==> src/rtl/nfh_map.vh <==
// constants, pin timing and sizes for the nand flash host controller
// ==========================================================================
// Operation
// host marks every command, address and data transfer with select and strobes
// one shared bus carries commands, addresses and data both ways, x8 or x16
// byte array: 2048 blocks of 64 pages, 2048+64 bytes per page
// word array: 1024 blocks of 64 pages, 1K+32 words per page
// block erase takes about 2ms and clears one 128K byte block
// page program writes a 2112 byte page in about 200us
// page read into the register finishes within 25us
// sequential read cycle at least 30ns per unit, paced by output strobe
// device runs program and erase internally without host help
// lock input blocks program and erase regardless of commands
// ready/busy is open drain and may be wired with other devices
// toggling select during a read does not abort it
// copy-back programs internal data to another page without resending
// cache program takes new data while the previous page programs
// signature read returns five successive cycles
// host applies at least one bit per 528 bytes error correction
// write strobe rising edge latches command or address per latch strobes
// each output strobe falling edge drives next unit, advances column
// low lock level rejects program and erase
// device holds busy low during array work; host waits for release
`ifndef NFH_MAP_VH
`define NFH_MAP_VH

// ==========================================================================
// sizes
`define NFH_PAGE_MAIN_BYTES 2048
`define NFH_PAGE_SPARE_BYTES 64
`define NFH_PAGE_BYTES 2112
`define NFH_PAGE_MAIN_WORDS 1024
`define NFH_PAGE_SPARE_WORDS 32
`define NFH_PAGES_PER_BLOCK 64
`define NFH_BLOCKS_X8 2048
`define NFH_BLOCKS_X16 1024
`define NFH_ID_CYCLES 5
`define NFH_ECC_SPAN_BYTES 528

// ==========================================================================
// timing (ns) and the clock period
`define NFH_CLK_NS 50
`define NFH_SEQ_CYCLE_NS 30
`define NFH_READ_MAX_NS 25000
`define NFH_PROG_TYP_NS 200000
`define NFH_ERASE_TYP_NS 2000000
// least times round up, none below one cycle
`define NFH_CEILCYC(t) ((((t) + `NFH_CLK_NS - 1) / `NFH_CLK_NS) < 1 ? 1 : (((t) + `NFH_CLK_NS - 1) / `NFH_CLK_NS))
`define NFH_STROBE_CYC `NFH_CEILCYC(`NFH_SEQ_CYCLE_NS)
// busy timeout: erase typical times four, a generous watchdog
`define NFH_BUSY_TIMEOUT_CYC (4 * `NFH_ERASE_TYP_NS / `NFH_CLK_NS)

// ==========================================================================
// host operations
`define NFH_OP_CMD 3'h0
`define NFH_OP_ADDR 3'h1
`define NFH_OP_WRITE 3'h2
`define NFH_OP_READ 3'h3
`define NFH_OP_WAIT 3'h4
`define NFH_OP_IDLE 3'h7

`endif

==> src/rtl/nfh_fifo.v <==
// small synchronous fifo with valid/ready on both sides
`timescale 1ns/1ps
module nfh_fifo #(
    parameter WIDTH = 16,
    parameter DEPTH = 8,
    parameter AW = 3
) (
    input wire clk,
    input wire reset,
    input wire [WIDTH-1:0] inData,
    input wire inValid,
    output wire inReady,
    output wire [WIDTH-1:0] outData,
    output wire outValid,
    input wire outReady
);
    reg [WIDTH-1:0] mem [0:DEPTH-1];
    reg [AW-1:0] wrPtr_r;
    reg [AW-1:0] rdPtr_r;
    reg [AW:0] count_r;
    wire push;
    wire pop;

    assign inReady = (count_r != DEPTH[AW:0]);
    assign outValid = (count_r != {(AW+1){1'b0}});
    assign outData = mem[rdPtr_r];
    assign push = inValid && inReady;
    assign pop = outValid && outReady;

    always @(posedge clk) begin
        if (push) begin
            mem[wrPtr_r] <= inData;
        end
        if (reset) begin
            wrPtr_r <= {AW{1'b0}};
            rdPtr_r <= {AW{1'b0}};
            count_r <= {(AW+1){1'b0}};
        end else begin
            if (push) begin
                wrPtr_r <= (wrPtr_r == DEPTH[AW-1:0] - 1'b1) ? {AW{1'b0}} : wrPtr_r + 1'b1;
            end
            if (pop) begin
                rdPtr_r <= (rdPtr_r == DEPTH[AW-1:0] - 1'b1) ? {AW{1'b0}} : rdPtr_r + 1'b1;
            end
            if (push && !pop) begin
                count_r <= count_r + 1'b1;
            end else if (pop && !push) begin
                count_r <= count_r - 1'b1;
            end
        end
    end
endmodule // nfh_fifo

==> src/rtl/nfh_host.v <==
// host-side nand flash pin sequencer with write-data fifo
`timescale 1ns/1ps
`include "nfh_map.vh"
module nfh_host #(
    parameter BUS_W = 8,
    parameter STROBE_CYC = `NFH_STROBE_CYC,
    parameter BUSY_TIMEOUT = `NFH_BUSY_TIMEOUT_CYC,
    parameter FIFO_DEPTH = 8
) (
    input wire clk,
    input wire reset,
    input wire [2:0] opCode,
    input wire [15:0] opCount,
    input wire opValid,
    output wire opReady,
    input wire [BUS_W-1:0] opByte,
    input wire [BUS_W-1:0] wrData,
    input wire wrValid,
    output wire wrReady,
    output reg [BUS_W-1:0] rdData,
    output reg rdValid,
    output reg timeoutFlag,
    output reg chip_select_n,
    output reg cmd_latch_strobe,
    output reg addr_latch_strobe,
    output reg write_strobe_n,
    output reg output_strobe_n,
    output reg [BUS_W-1:0] shared_bus_o,
    output reg shared_bus_oe_n,
    input wire [BUS_W-1:0] shared_bus_i,
    input wire ready_busy_n,
    output reg modify_lock_n,
    input wire lockRequest,
    output reg [13:0] eccCode
);
    // ==========================================================================
    // states
    localparam ST_IDLE = 3'h0;
    localparam ST_LOW = 3'h1;
    localparam ST_HIGH = 3'h2;
    localparam ST_WAIT = 3'h3;
    localparam ST_GAP = 3'h4;
    // last unit index of one correction span
    localparam ECC_LAST = `NFH_ECC_SPAN_BYTES * 8 / BUS_W - 1;

    reg [2:0] state_r;
    reg [2:0] op_r;
    reg [15:0] left_r;
    reg [BUS_W-1:0] byte_r;
    reg [23:0] timer_r;
    reg [BUS_W-1:0] busMeta_r;
    reg [BUS_W-1:0] busSync_r;
    reg rbMeta_r;
    reg rbSync_r;
    reg lockMeta_r;
    wire [BUS_W-1:0] fifoData;
    wire fifoValid;
    wire fifoPop;
    reg [13:0] eccAcc_r;
    reg [9:0] eccPos_r;

    function [23:0] strobeLen;
        input dummy;
        begin
            strobeLen = STROBE_CYC[23:0] - 24'h1;
        end
    endfunction

    // position code: xor of the one-based positions of all set bits, with overall parity on top;
    // a single flipped bit shows up as its own position, so one bit per span can be corrected
    function [13:0] eccFold;
        input [13:0] acc;
        input [BUS_W-1:0] unit;
        input [9:0] idx;
        integer b;
        integer posWide;
        begin
            eccFold = acc;
            for (b = 0; b < BUS_W; b = b + 1) begin
                posWide = idx * BUS_W + b + 1;
                if (unit[b]) begin
                    eccFold = {~eccFold[13], eccFold[12:0] ^ posWide[12:0]};
                end
            end
        end
    endfunction

    // ==========================================================================
    // synchronisers: bus and ready/busy come from an unclocked device
    always @(posedge clk) begin
        if (reset) begin
            busMeta_r <= {BUS_W{1'b0}};
            busSync_r <= {BUS_W{1'b0}};
            rbMeta_r <= 1'b1;
            rbSync_r <= 1'b1;
            lockMeta_r <= 1'b0;
            modify_lock_n <= 1'b0;
        end else begin
            busMeta_r <= shared_bus_i;
            busSync_r <= busMeta_r;
            rbMeta_r <= ready_busy_n;
            rbSync_r <= rbMeta_r;
            lockMeta_r <= lockRequest;
            modify_lock_n <= ~lockMeta_r; // see R10
        end
    end

    nfh_fifo #(.WIDTH(BUS_W), .DEPTH(FIFO_DEPTH), .AW(3)) wrFifo (
        .clk(clk),
        .reset(reset),
        .inData(wrData),
        .inValid(wrValid),
        .inReady(wrReady),
        .outData(fifoData),
        .outValid(fifoValid),
        .outReady(fifoPop)
    );

    assign opReady = (state_r == ST_IDLE);
    // write unit leaves the fifo as its strobe cycle starts; stalls when empty
    assign fifoPop = (state_r == ST_GAP) && (op_r == `NFH_OP_WRITE) && fifoValid && (timer_r == 24'h0);

    // ==========================================================================
    // write-side correction code, one code per span of written units
    always @(posedge clk) begin
        if (reset) begin
            eccAcc_r <= 14'h0;
            eccPos_r <= 10'h0;
            eccCode <= 14'h0;
        end else if (fifoPop) begin
            if (eccPos_r == ECC_LAST[9:0]) begin
                eccCode <= eccFold(eccAcc_r, fifoData, eccPos_r);
                eccAcc_r <= 14'h0;
                eccPos_r <= 10'h0;
            end else begin
                eccAcc_r <= eccFold(eccAcc_r, fifoData, eccPos_r);
                eccPos_r <= eccPos_r + 10'h1;
            end
        end else if (opReady && opValid && (opCode == `NFH_OP_CMD) && (eccPos_r != 10'h0)) begin
            // a command closes a short span, so a page tail still gets its code
            eccCode <= eccAcc_r;
            eccAcc_r <= 14'h0;
            eccPos_r <= 10'h0;
        end
    end

    // ==========================================================================
    // sequencer
    always @(posedge clk) begin
        if (reset) begin
            state_r <= ST_IDLE;
            op_r <= `NFH_OP_IDLE;
            left_r <= 16'h0;
            byte_r <= {BUS_W{1'b0}};
            timer_r <= 24'h0;
            rdData <= {BUS_W{1'b0}};
            rdValid <= 1'b0;
            timeoutFlag <= 1'b0;
            chip_select_n <= 1'b1;
            cmd_latch_strobe <= 1'b0;
            addr_latch_strobe <= 1'b0;
            write_strobe_n <= 1'b1;
            output_strobe_n <= 1'b1;
            shared_bus_o <= {BUS_W{1'b0}};
            shared_bus_oe_n <= 1'b1;
        end else begin
            rdValid <= 1'b0;
            case (state_r)
                ST_IDLE: begin
                    cmd_latch_strobe <= 1'b0;
                    addr_latch_strobe <= 1'b0;
                    shared_bus_oe_n <= 1'b1;
                    if (opValid) begin
                        op_r <= opCode;
                        left_r <= (opCount == 16'h0) ? 16'h1 : opCount;
                        byte_r <= opByte;
                        timer_r <= 24'h0;
                        timeoutFlag <= 1'b0;
                        chip_select_n <= 1'b0;
                        if (opCode == `NFH_OP_WAIT) begin
                            timer_r <= 24'h2; // let busy reach the synchroniser
                            state_r <= ST_WAIT;
                        end else begin
                            state_r <= ST_GAP;
                        end
                    end
                end
                ST_GAP: begin
                    if (timer_r != 24'h0) begin
                        timer_r <= timer_r - 24'h1;
                    end else if (op_r != `NFH_OP_WRITE || fifoValid) begin
                        cmd_latch_strobe <= (op_r == `NFH_OP_CMD);
                        addr_latch_strobe <= (op_r == `NFH_OP_ADDR);
                        // one bus for command, address and data, x8 or x16
                        shared_bus_o <= (op_r == `NFH_OP_WRITE) ? fifoData : byte_r;
                        shared_bus_oe_n <= (op_r == `NFH_OP_READ);
                        if (op_r == `NFH_OP_READ) begin
                            output_strobe_n <= 1'b0;
                        end else begin
                            write_strobe_n <= 1'b0;
                        end
                        timer_r <= strobeLen(1'b0);
                        state_r <= ST_LOW;
                    end
                end
                ST_LOW: begin
                    if (timer_r != 24'h0) begin
                        timer_r <= timer_r - 24'h1;
                    end else begin
                        if (op_r == `NFH_OP_READ) begin
                            output_strobe_n <= 1'b1;
                            // one extra high cycle so the unit has cleared both bus sync stages
                            timer_r <= strobeLen(1'b0) + 24'h1;
                        end else begin
                            write_strobe_n <= 1'b1; // rising edge latches
                            timer_r <= strobeLen(1'b0);
                        end
                        state_r <= ST_HIGH;
                    end
                end
                ST_HIGH: begin
                    if (timer_r != 24'h0) begin
                        timer_r <= timer_r - 24'h1;
                    end else begin
                        if (op_r == `NFH_OP_READ) begin
                            rdData <= busSync_r;
                            rdValid <= 1'b1;
                        end
                        if (left_r == 16'h1) begin
                            state_r <= ST_IDLE;
                        end else begin
                            left_r <= left_r - 16'h1;
                            byte_r <= byte_r + 1'b1; // consecutive address or command bytes
                            state_r <= ST_GAP;
                        end
                    end
                end
                ST_WAIT: begin
                    // host stays off the bus until the device releases busy
                    shared_bus_oe_n <= 1'b1;
                    if (timer_r != 24'h0 && timer_r < 24'h3) begin
                        timer_r <= timer_r - 24'h1;
                    end else if (rbSync_r) begin
                        state_r <= ST_IDLE;
                    end else if (timer_r >= BUSY_TIMEOUT[23:0]) begin
                        timeoutFlag <= 1'b1;
                        state_r <= ST_IDLE;
                    end else begin
                        timer_r <= (timer_r == 24'h0) ? 24'h3 : timer_r + 24'h1;
                    end
                end
                default: begin
                    state_r <= ST_IDLE;
                end
            endcase
        end
    end
endmodule // nfh_host

==> config.mk <==
export PLATFORM = sky130hd
export DESIGN_NAME = nfh_host
export DESIGN_NICKNAME = d
export VERILOG_FILES = /design/src/rtl/nfh_fifo.v /design/src/rtl/nfh_host.v
export VERILOG_INCLUDE_DIRS = /design/src /design/src/rtl
export SDC_FILE = /design/constraint.sdc
export NUM_CORES = 1
export LEC_CHECK = 0
export BUFFER_PORTS_ARGS = -buffer_cell sky130_fd_sc_hd__buf_2
export CAP_MARGIN = 20
export CORE_MARGIN = 2
export CORE_UTILIZATION = 35
export DETAILED_ROUTE_END_ITERATION = 8
export GPL_TIMING_DRIVEN = 0
export MAX_ROUTING_LAYER = met4
export PLACE_DENSITY = 0.52
export SETUP_SLACK_MARGIN = 0.1
export SYNTH_ARGS = -nofsm -noshare
export SYNTH_HDL_FRONTEND = slang
export SYNTH_SLANG_ARGS = --single-unit
==> constraint.sdc <==
create_clock -name clk -period 6.7 [get_ports clk]
set_clock_uncertainty 0.2 [all_clocks]
set_input_delay 0.67 -clock clk [delete_from_list [all_inputs] [get_ports clk]]
set_output_delay 0.67 -clock clk [all_outputs]
set_load 0.02 [all_outputs]
# Word level (Yosys, flattened, before mapping)
# Memory sizes are Yosys's and may differ from the RTL's. A register that Yosys moved wholly into a read port is not among the register bits.
# Index checks and enable logic that the tools add are counted.
[op_classes] add_sub_neg=23 order_cmp=2 n_eq_ne=33 muxes=134 bitwise_logic=33 n_reduce_logical=44
[op_table] cell="$mux W14" n=63
[op_table] cell="$mux W24" n=9
[op_table] cell="$xor A13 B13 Y13" n=15
[op_table] cell="$pmux W24 S5" n=1
[op_table] cell="$add A13 B1 Y13 const B" n=8
[op_table] cell="$mux W16" n=4
[op_table] cell="$add A13 B3 Y13 const B" n=4
[op_table] cell="$mux W3" n=14
[op_table] cell="$mux W8" n=4
[op_table] cell="$pmux W16 S2" n=1
[op_table] cell="$mux W10" n=3
[op_table] cell="$add A13 B2 Y13 const B" n=2
[op_table] cell="$ne A2 B2 Y1 const B" n=13
[op_table] cell="$add A24 B1 Y24 const B" n=1
[op_table] cell="$ge A24 B18 Y1 const B" n=1
[op_table] cell="$logic_not A24 Y1" n=1
[op_table] cell="$lt A24 B2 Y1 const B" n=1
[op_table] cell="$mux W1" n=24
[op_table] cell="$reduce_bool A24 Y1" n=1
[op_table] cell="$sub A24 B1 Y24 const B" n=1
[op_table] cell="$not A1 Y1" n=18
[op_table] cell="$reduce_and A6 Y1" n=3
[op_table] cell="$eq A16 B1 Y1 const B" n=1
[op_table] cell="$logic_not A16 Y1" n=1
[op_table] cell="35 further kinds" n=75
[totals] ff_bits=146 ramBits=64 wordCells=297 memories=1
[memory_table] name="wrFifo.mem" depth=8 word_bits=8 read_ports=1 rd_clocked_by_memory_dff=1 wr=1 line_no="nfh_fifo.v:17" text="reg [WIDTH-1:0] mem [0:DEPTH-1];"

# Logic depth before layout (Yosys ltp)
[depth] depth_word=40 ltp_mapped=16

# Hierarchy
# From an unflattened synthesis, not the netlist that was laid out.
[unflattened] hier_cells=1205 area_unflattened_um2=11379.7
[by_module_without_submodules] module="nfh_host" instances=1 cells_per_inst=1037 area_per_inst_um2=8249.2
[by_module_without_submodules] module="nfh_fifo" instances=1 cells_per_inst=168 area_per_inst_um2=3130.5

# Worst setup path before layout
# No wires, ideal clock.
[synth_timing] path_kind="reg2reg" from="register timer_r[8]" to="register wrFifo.count_r[3]" setup_ns=0.071 arrival_ns=3.521 setup_slack_ns=2.909 stages_incl_launch_ff=17 n_path_buf=3 period_less_slack_ns=3.791 cell_sequence="dfxtp_1 buf_2 nor4_4 nand3_1 or3_1 clkbuf_1 nor2_2 clkinv_2 clkbuf_1 ha_1 inv_1 ha_1 a21o_1 a21oi_1 xnor2_1 or3_1 a21oi_1"
[synth_via] elab_chain_cells=6 word_cells_on_any_way=8
[synth_lines] element="from (decl)" line_no="nfh_host.v:50" text="reg [23:0] timer_r;"
[synth_lines] element="from (signal assigned)" line_no="nfh_host.v:190" text="timer_r <= timer_r - 24'h1;"
[synth_lines] element="from (signal assigned)" line_no="nfh_host.v:202" text="timer_r <= strobeLen(1'b0);"
[synth_lines] element="from (signal assigned)" line_no="nfh_host.v:208" text="timer_r <= timer_r - 24'h1;"
[synth_lines] element="$logic_not A24 Y1 *" line_no="nfh_host.v:121" text="assign fifoPop = (state_r == ST_GAP) && (op_r == `NFH_OP_WRITE) && fifoValid && (timer_r == 24'h0);"
[synth_lines] element="$logic_and A1 B1 Y1 *" line_no="nfh_host.v:121"
[synth_lines] element="$logic_and A1 B1 Y1 *" line_no="nfh_fifo.v:28" text="assign pop = outValid && outReady;"
[synth_lines] element="$logic_not A1 Y1" line_no="nfh_fifo.v:45" text="if (push && !pop) begin"
[synth_lines] element="$logic_and A1 B1 Y1" line_no="nfh_fifo.v:45"
[synth_lines] element="$mux W4 or $reduce_bool A2 Y1 (tied branches)"
[synth_lines] element="to (signal assigned)" line_no="nfh_fifo.v:37" text="count_r <= {(AW+1){1'b0}};"
[synth_lines] element="to (signal assigned)" line_no="nfh_fifo.v:46" text="count_r <= count_r + 1'b1;"
[synth_lines] element="to (signal assigned)" line_no="nfh_fifo.v:48" text="count_r <= count_r - 1'b1;"
[synth_lines] element="to (decl)" line_no="nfh_fifo.v:20" text="reg [AW:0] count_r;"
# Mark *: on every way between the ends. The rest lies on a longest branch, timed or not.
# A chain may end at the register's enable or synchronous reset.

# Worst setup path in the final report
[layout_timing] from="register timer_r[14]" to="register wrFifo.count_r[3]"
# Same word-level chain as after synthesis.

==> run summary <==
CP top delay family: simple AND/OR/NAND/NOR gates
postcts setup bufs: 0
Worst slew margin: 32.7%
Cells after DPL: 1671
worst-skew pair later-pin latency: 0.54 ns
vias in the first global route: 8913
total wire length: 32600 um
Worst path depth: 16
CP most frequent cell: clkbuf_1
number of remaining DRC errors: 0
RSZ-0062 raised after global routing: no
Remaining Overflow, GRT: 0
IO Pins: 90
post-synth cell types: 81
CP startpoint kind: flop
Req. time, crit path: 6.95 ns
area share of the largest cell type after synthesis: 27.7%
sequential share of the synthesized area: 45.5%
fill count: 3084
Yosys reg bits: 213
register area: 4900 um2
clock share of power: 26.3%
syn_area_per_cell: 9.12 um2
Vias: 9505
Setup CP Type: flop to flop
Chip Height: 179 um
DR WL/cell: 19.0 um
Worst-path clk slew: 0.06 ns
Reg-to-Reg Start: timer_r[14]$_SDFFE_PP0P_
Gate power share: 44.2%
Syn-to-layout area delta: 17.9%
initial antenna violation count: 0
Gate Count Post-Synth: 1181
hold_buf cts: 0
Leak: 4.64 nW
Max IR drop VDD: 0.231 mV
Switch Pwr: 2.40 mW
met1 wire length: 15200 um
FF-to-FF End: wrFifo.count_r[3]$_SDFFE_PP0P_
Synth area leaders: dfxtp_1 28%, edfxtp_1 18%, nor2_1 5.4%
Final Non-Filler Cells: 1717
Critical path destination: wrFifo.count_r[3]$_SDFFE_PP0P_
Synthesis Warnings: 0
fin util: 41.7%
HP Class: input pin to flop
Hold Violations, Final: 0
cell type with the largest total area after synthesis: dfxtp_1
Crit path arrival time: 5.09 ns
gr usage total: 20.5%
Post-Route Setup TNS: 0 ns
first-pass iteration count of the detailed router: 5
Top Metal Used: met4
post-cts sizing count: 0
core box area: 30400 um2
status: completed
die area: 32200 um2
Vias/cell: 5.54
GPL Wtd Cong: 0.891
fin crit share: 72.2%
Initial Utilization: 35.4%
fmax: 207 MHz
crit-path max cell delay: 0.54 ns
Slew Limit Fails: 0
routed wl met3: 1920 um
share of cells above drive strength 1: 14.5%
switching portion of total power: 42.3%
R2R setup slack: 1.86 ns
Final #Nets: 1367
diode count: 0
multi-input logic area: 5460 um2
final worst path period need: 4.84 ns
htree depth: 1
setup violators final: 0
Critical Path End Type: flop
Pwr Density: 446 nW/um2
CTS Buf Count: 26
clock buffer depth: 3
Post-synth EDFFs: 64
Internal: 3.27 mW
initial drt markers: 792
Synth Net Count: 1245
pin count of the biggest net entering global routing: 14
DR WL met2: 14700 um
Clock Sinks: 213
Mapped Area: 10800 um2
Worst Path Buf+Inv: 5
Die Wd: 179 um
ys async rst share: 0%
clk root buf: clkbuf_16
max-cap violations: 0
Slew @ Worst Pin: 1.01 ns
Detail Route Antenna Nets: 0
row cnt: 64
CTS tree: yes
dominant synthesized flop cell: dfxtp_1
Critical Path Fanout Max: 10
r2r worst-path depth: 16
DP HPWL: 23200 um
slowest CP cell: nor4_1
first-pass GRT wire length: 51800 um
Seq pwr share: 29.5%
number of port buffers: 88
crit path cell chain: clkbuf_1 -> nor4_1 -> nand3_1 -> or3_1 -> clkbuf_1 -> nor2_2 -> clkinv_2 -> clkbuf_1 -> ha_1 -> inv_1 -> ha_1 -> a21o_1 -> a21oi_1 -> xnor2_1 -> or3_1 -> a21oi_1
launch point of the worst path: timer_r[14]$_SDFFE_PP0P_
-- final cells by class --
class / count / area share [%]
flip-flops and latches: 213 / 38.6
clock buffers: 35 / 5.89
clock inverters: 11 / 1.26
multi-input cells: 871 / 43.0
well taps: 396 / 3.90
plain buffers: 79 / 2.95
repair buffers: 94 / 3.85
inverters: 18 / 0.542
-- sequential cells by signal (all words and copies together), names as in the netlist, 3 cells and up, named ones only --
signal          count
wrFifo.mem         64
timer_r            24
left_r             16
eccAcc_r           14
eccCode            14
eccPos_r           10
busMeta_r           8
busSync_r           8
byte_r              8
rdData              8
shared_bus_o        8
wrFifo.count_r      4
op_r                3
state_r             3
wrFifo.rdPtr_r      3
wrFifo.wrPtr_r      3
-- how the worst min path moves through the flow --
stage,start,end,slack [ns],cells past startpoint
floorplan,lockMeta_r$_SDFF_PP0_,modify_lock_n$_SDFF_PP0_,0.16,1
finish,ready_busy_n,rbMeta_r$_SDFF_PP1_,0.13,2
global placement,lockMeta_r$_SDFF_PP0_,modify_lock_n$_SDFF_PP0_,0.16,1
CTS,ready_busy_n,rbMeta_r$_SDFF_PP1_,0.12,2
global route,ready_busy_n,rbMeta_r$_SDFF_PP1_,0.12,2
detailed placement,lockMeta_r$_SDFF_PP0_,modify_lock_n$_SDFF_PP0_,0.17,1
-- metrics by stage --
step	worst slack, ns	hold WS [ns]	instance area (um2)	power (mW)
floorplan	2.91	0.163	10800	3.45
global placement	1.88	0.164	11700	4.15
detailed placement	1.88	0.175	11800	4.15
CTS	1.85	0.116	12700	5.67
global route	1.50	0.124	12700	6.06
finish	1.86	0.125	12700	5.67
-- power by group through the flow --
stage                     sequential [mW]  combinational (mW)  clock [mW]
after floorplan                      1.68                1.77           0
after global placement               1.69                2.46           0
after detailed placement             1.69                2.46           0
after CTS                            1.67                2.48        1.53
after global routing                 1.70                2.77        1.59
final                                1.67                2.50        1.49
-- worst reg2reg max path, stage by stage, from the launching register on --
cell	delay [ns]
dfxtp_1	0.29
clkbuf_1	0.19
nor4_1	0.54
nand3_1	0.25
or3_1	0.36
clkbuf_1	0.24
nor2_2	0.52
clkinv_2	0.30
clkbuf_1	0.35
ha_1	0.32
inv_1	0.12
ha_1	0.24
a21o_1	0.17
a21oi_1	0.16
xnor2_1	0.09
or3_1	0.30
a21oi_1	0.13
-- cell usage after synthesis (all sizes together) (8+ instances only) --
cell type,instances
nor4,19
nand2,96
nand3,30
mux2i,28
a22oi,29
xnor2,18
nand4,14
edfxtp,64
clkbuf,64
a211oi,32
inv,17
xor2,9
and3,20
a21oi,92
o21ai,80
dfxtp,149
o22ai,8
a311oi,16
nor2b,22
ha,14
nor3b,10
buf,15
nand3b,10
nor2,159
nor3,36
mux4,10
or3,18
-- cells in the final DEF (no fill, tap or decap), types with 6 or more instances in the layout --
cell	instances
nor2_1	156
dfxtp_1	149
nand2_1	96
buf_2	96
a21oi_1	92
o21ai_0	75
edfxtp_1	64
clkbuf_1	63
nor3_1	34
a211oi_1	31
nand3_1	30
a22oi_1	29
mux2i_1	27
clkbuf_16	27
nor2b_1	22
or3_1	18
and3_1	18
xnor2_1	18
inv_1	17
a311oi_1	16
nor4_1	15
nand4_1	14
ha_1	14
nand3b_1	10
xor2_1	9
nor3b_1	8
o22ai_1	8
nand2b_1	7
o31ai_1	7
clkbuf_8	7
buf_4	7
clkinv_2	6
a31oi_1	6
-- cells by family after synthesis --
logic type | Yosys count | synth area share, %
AND/OR/NAND/NOR | 463 | 21.1
AO/OA/AOI/OAI | 324 | 19.5
flip-flops | 213 | 45.5
buffers and inverters | 97 | 4.11
multiplexers | 39 | 5.09
XOR/XNOR | 30 | 2.85
adder cells (fa/ha/maj) | 15 | 1.81
-- layer usage --
layer,vias to the layer above,GRT usage (%)
li1,4635,-
met1,4529,28.2
met2,294,31.8
met3,47,3.20
met4,0,4.29
met5,-,-
Note: power is estimated with default switching activity, not from simulation.
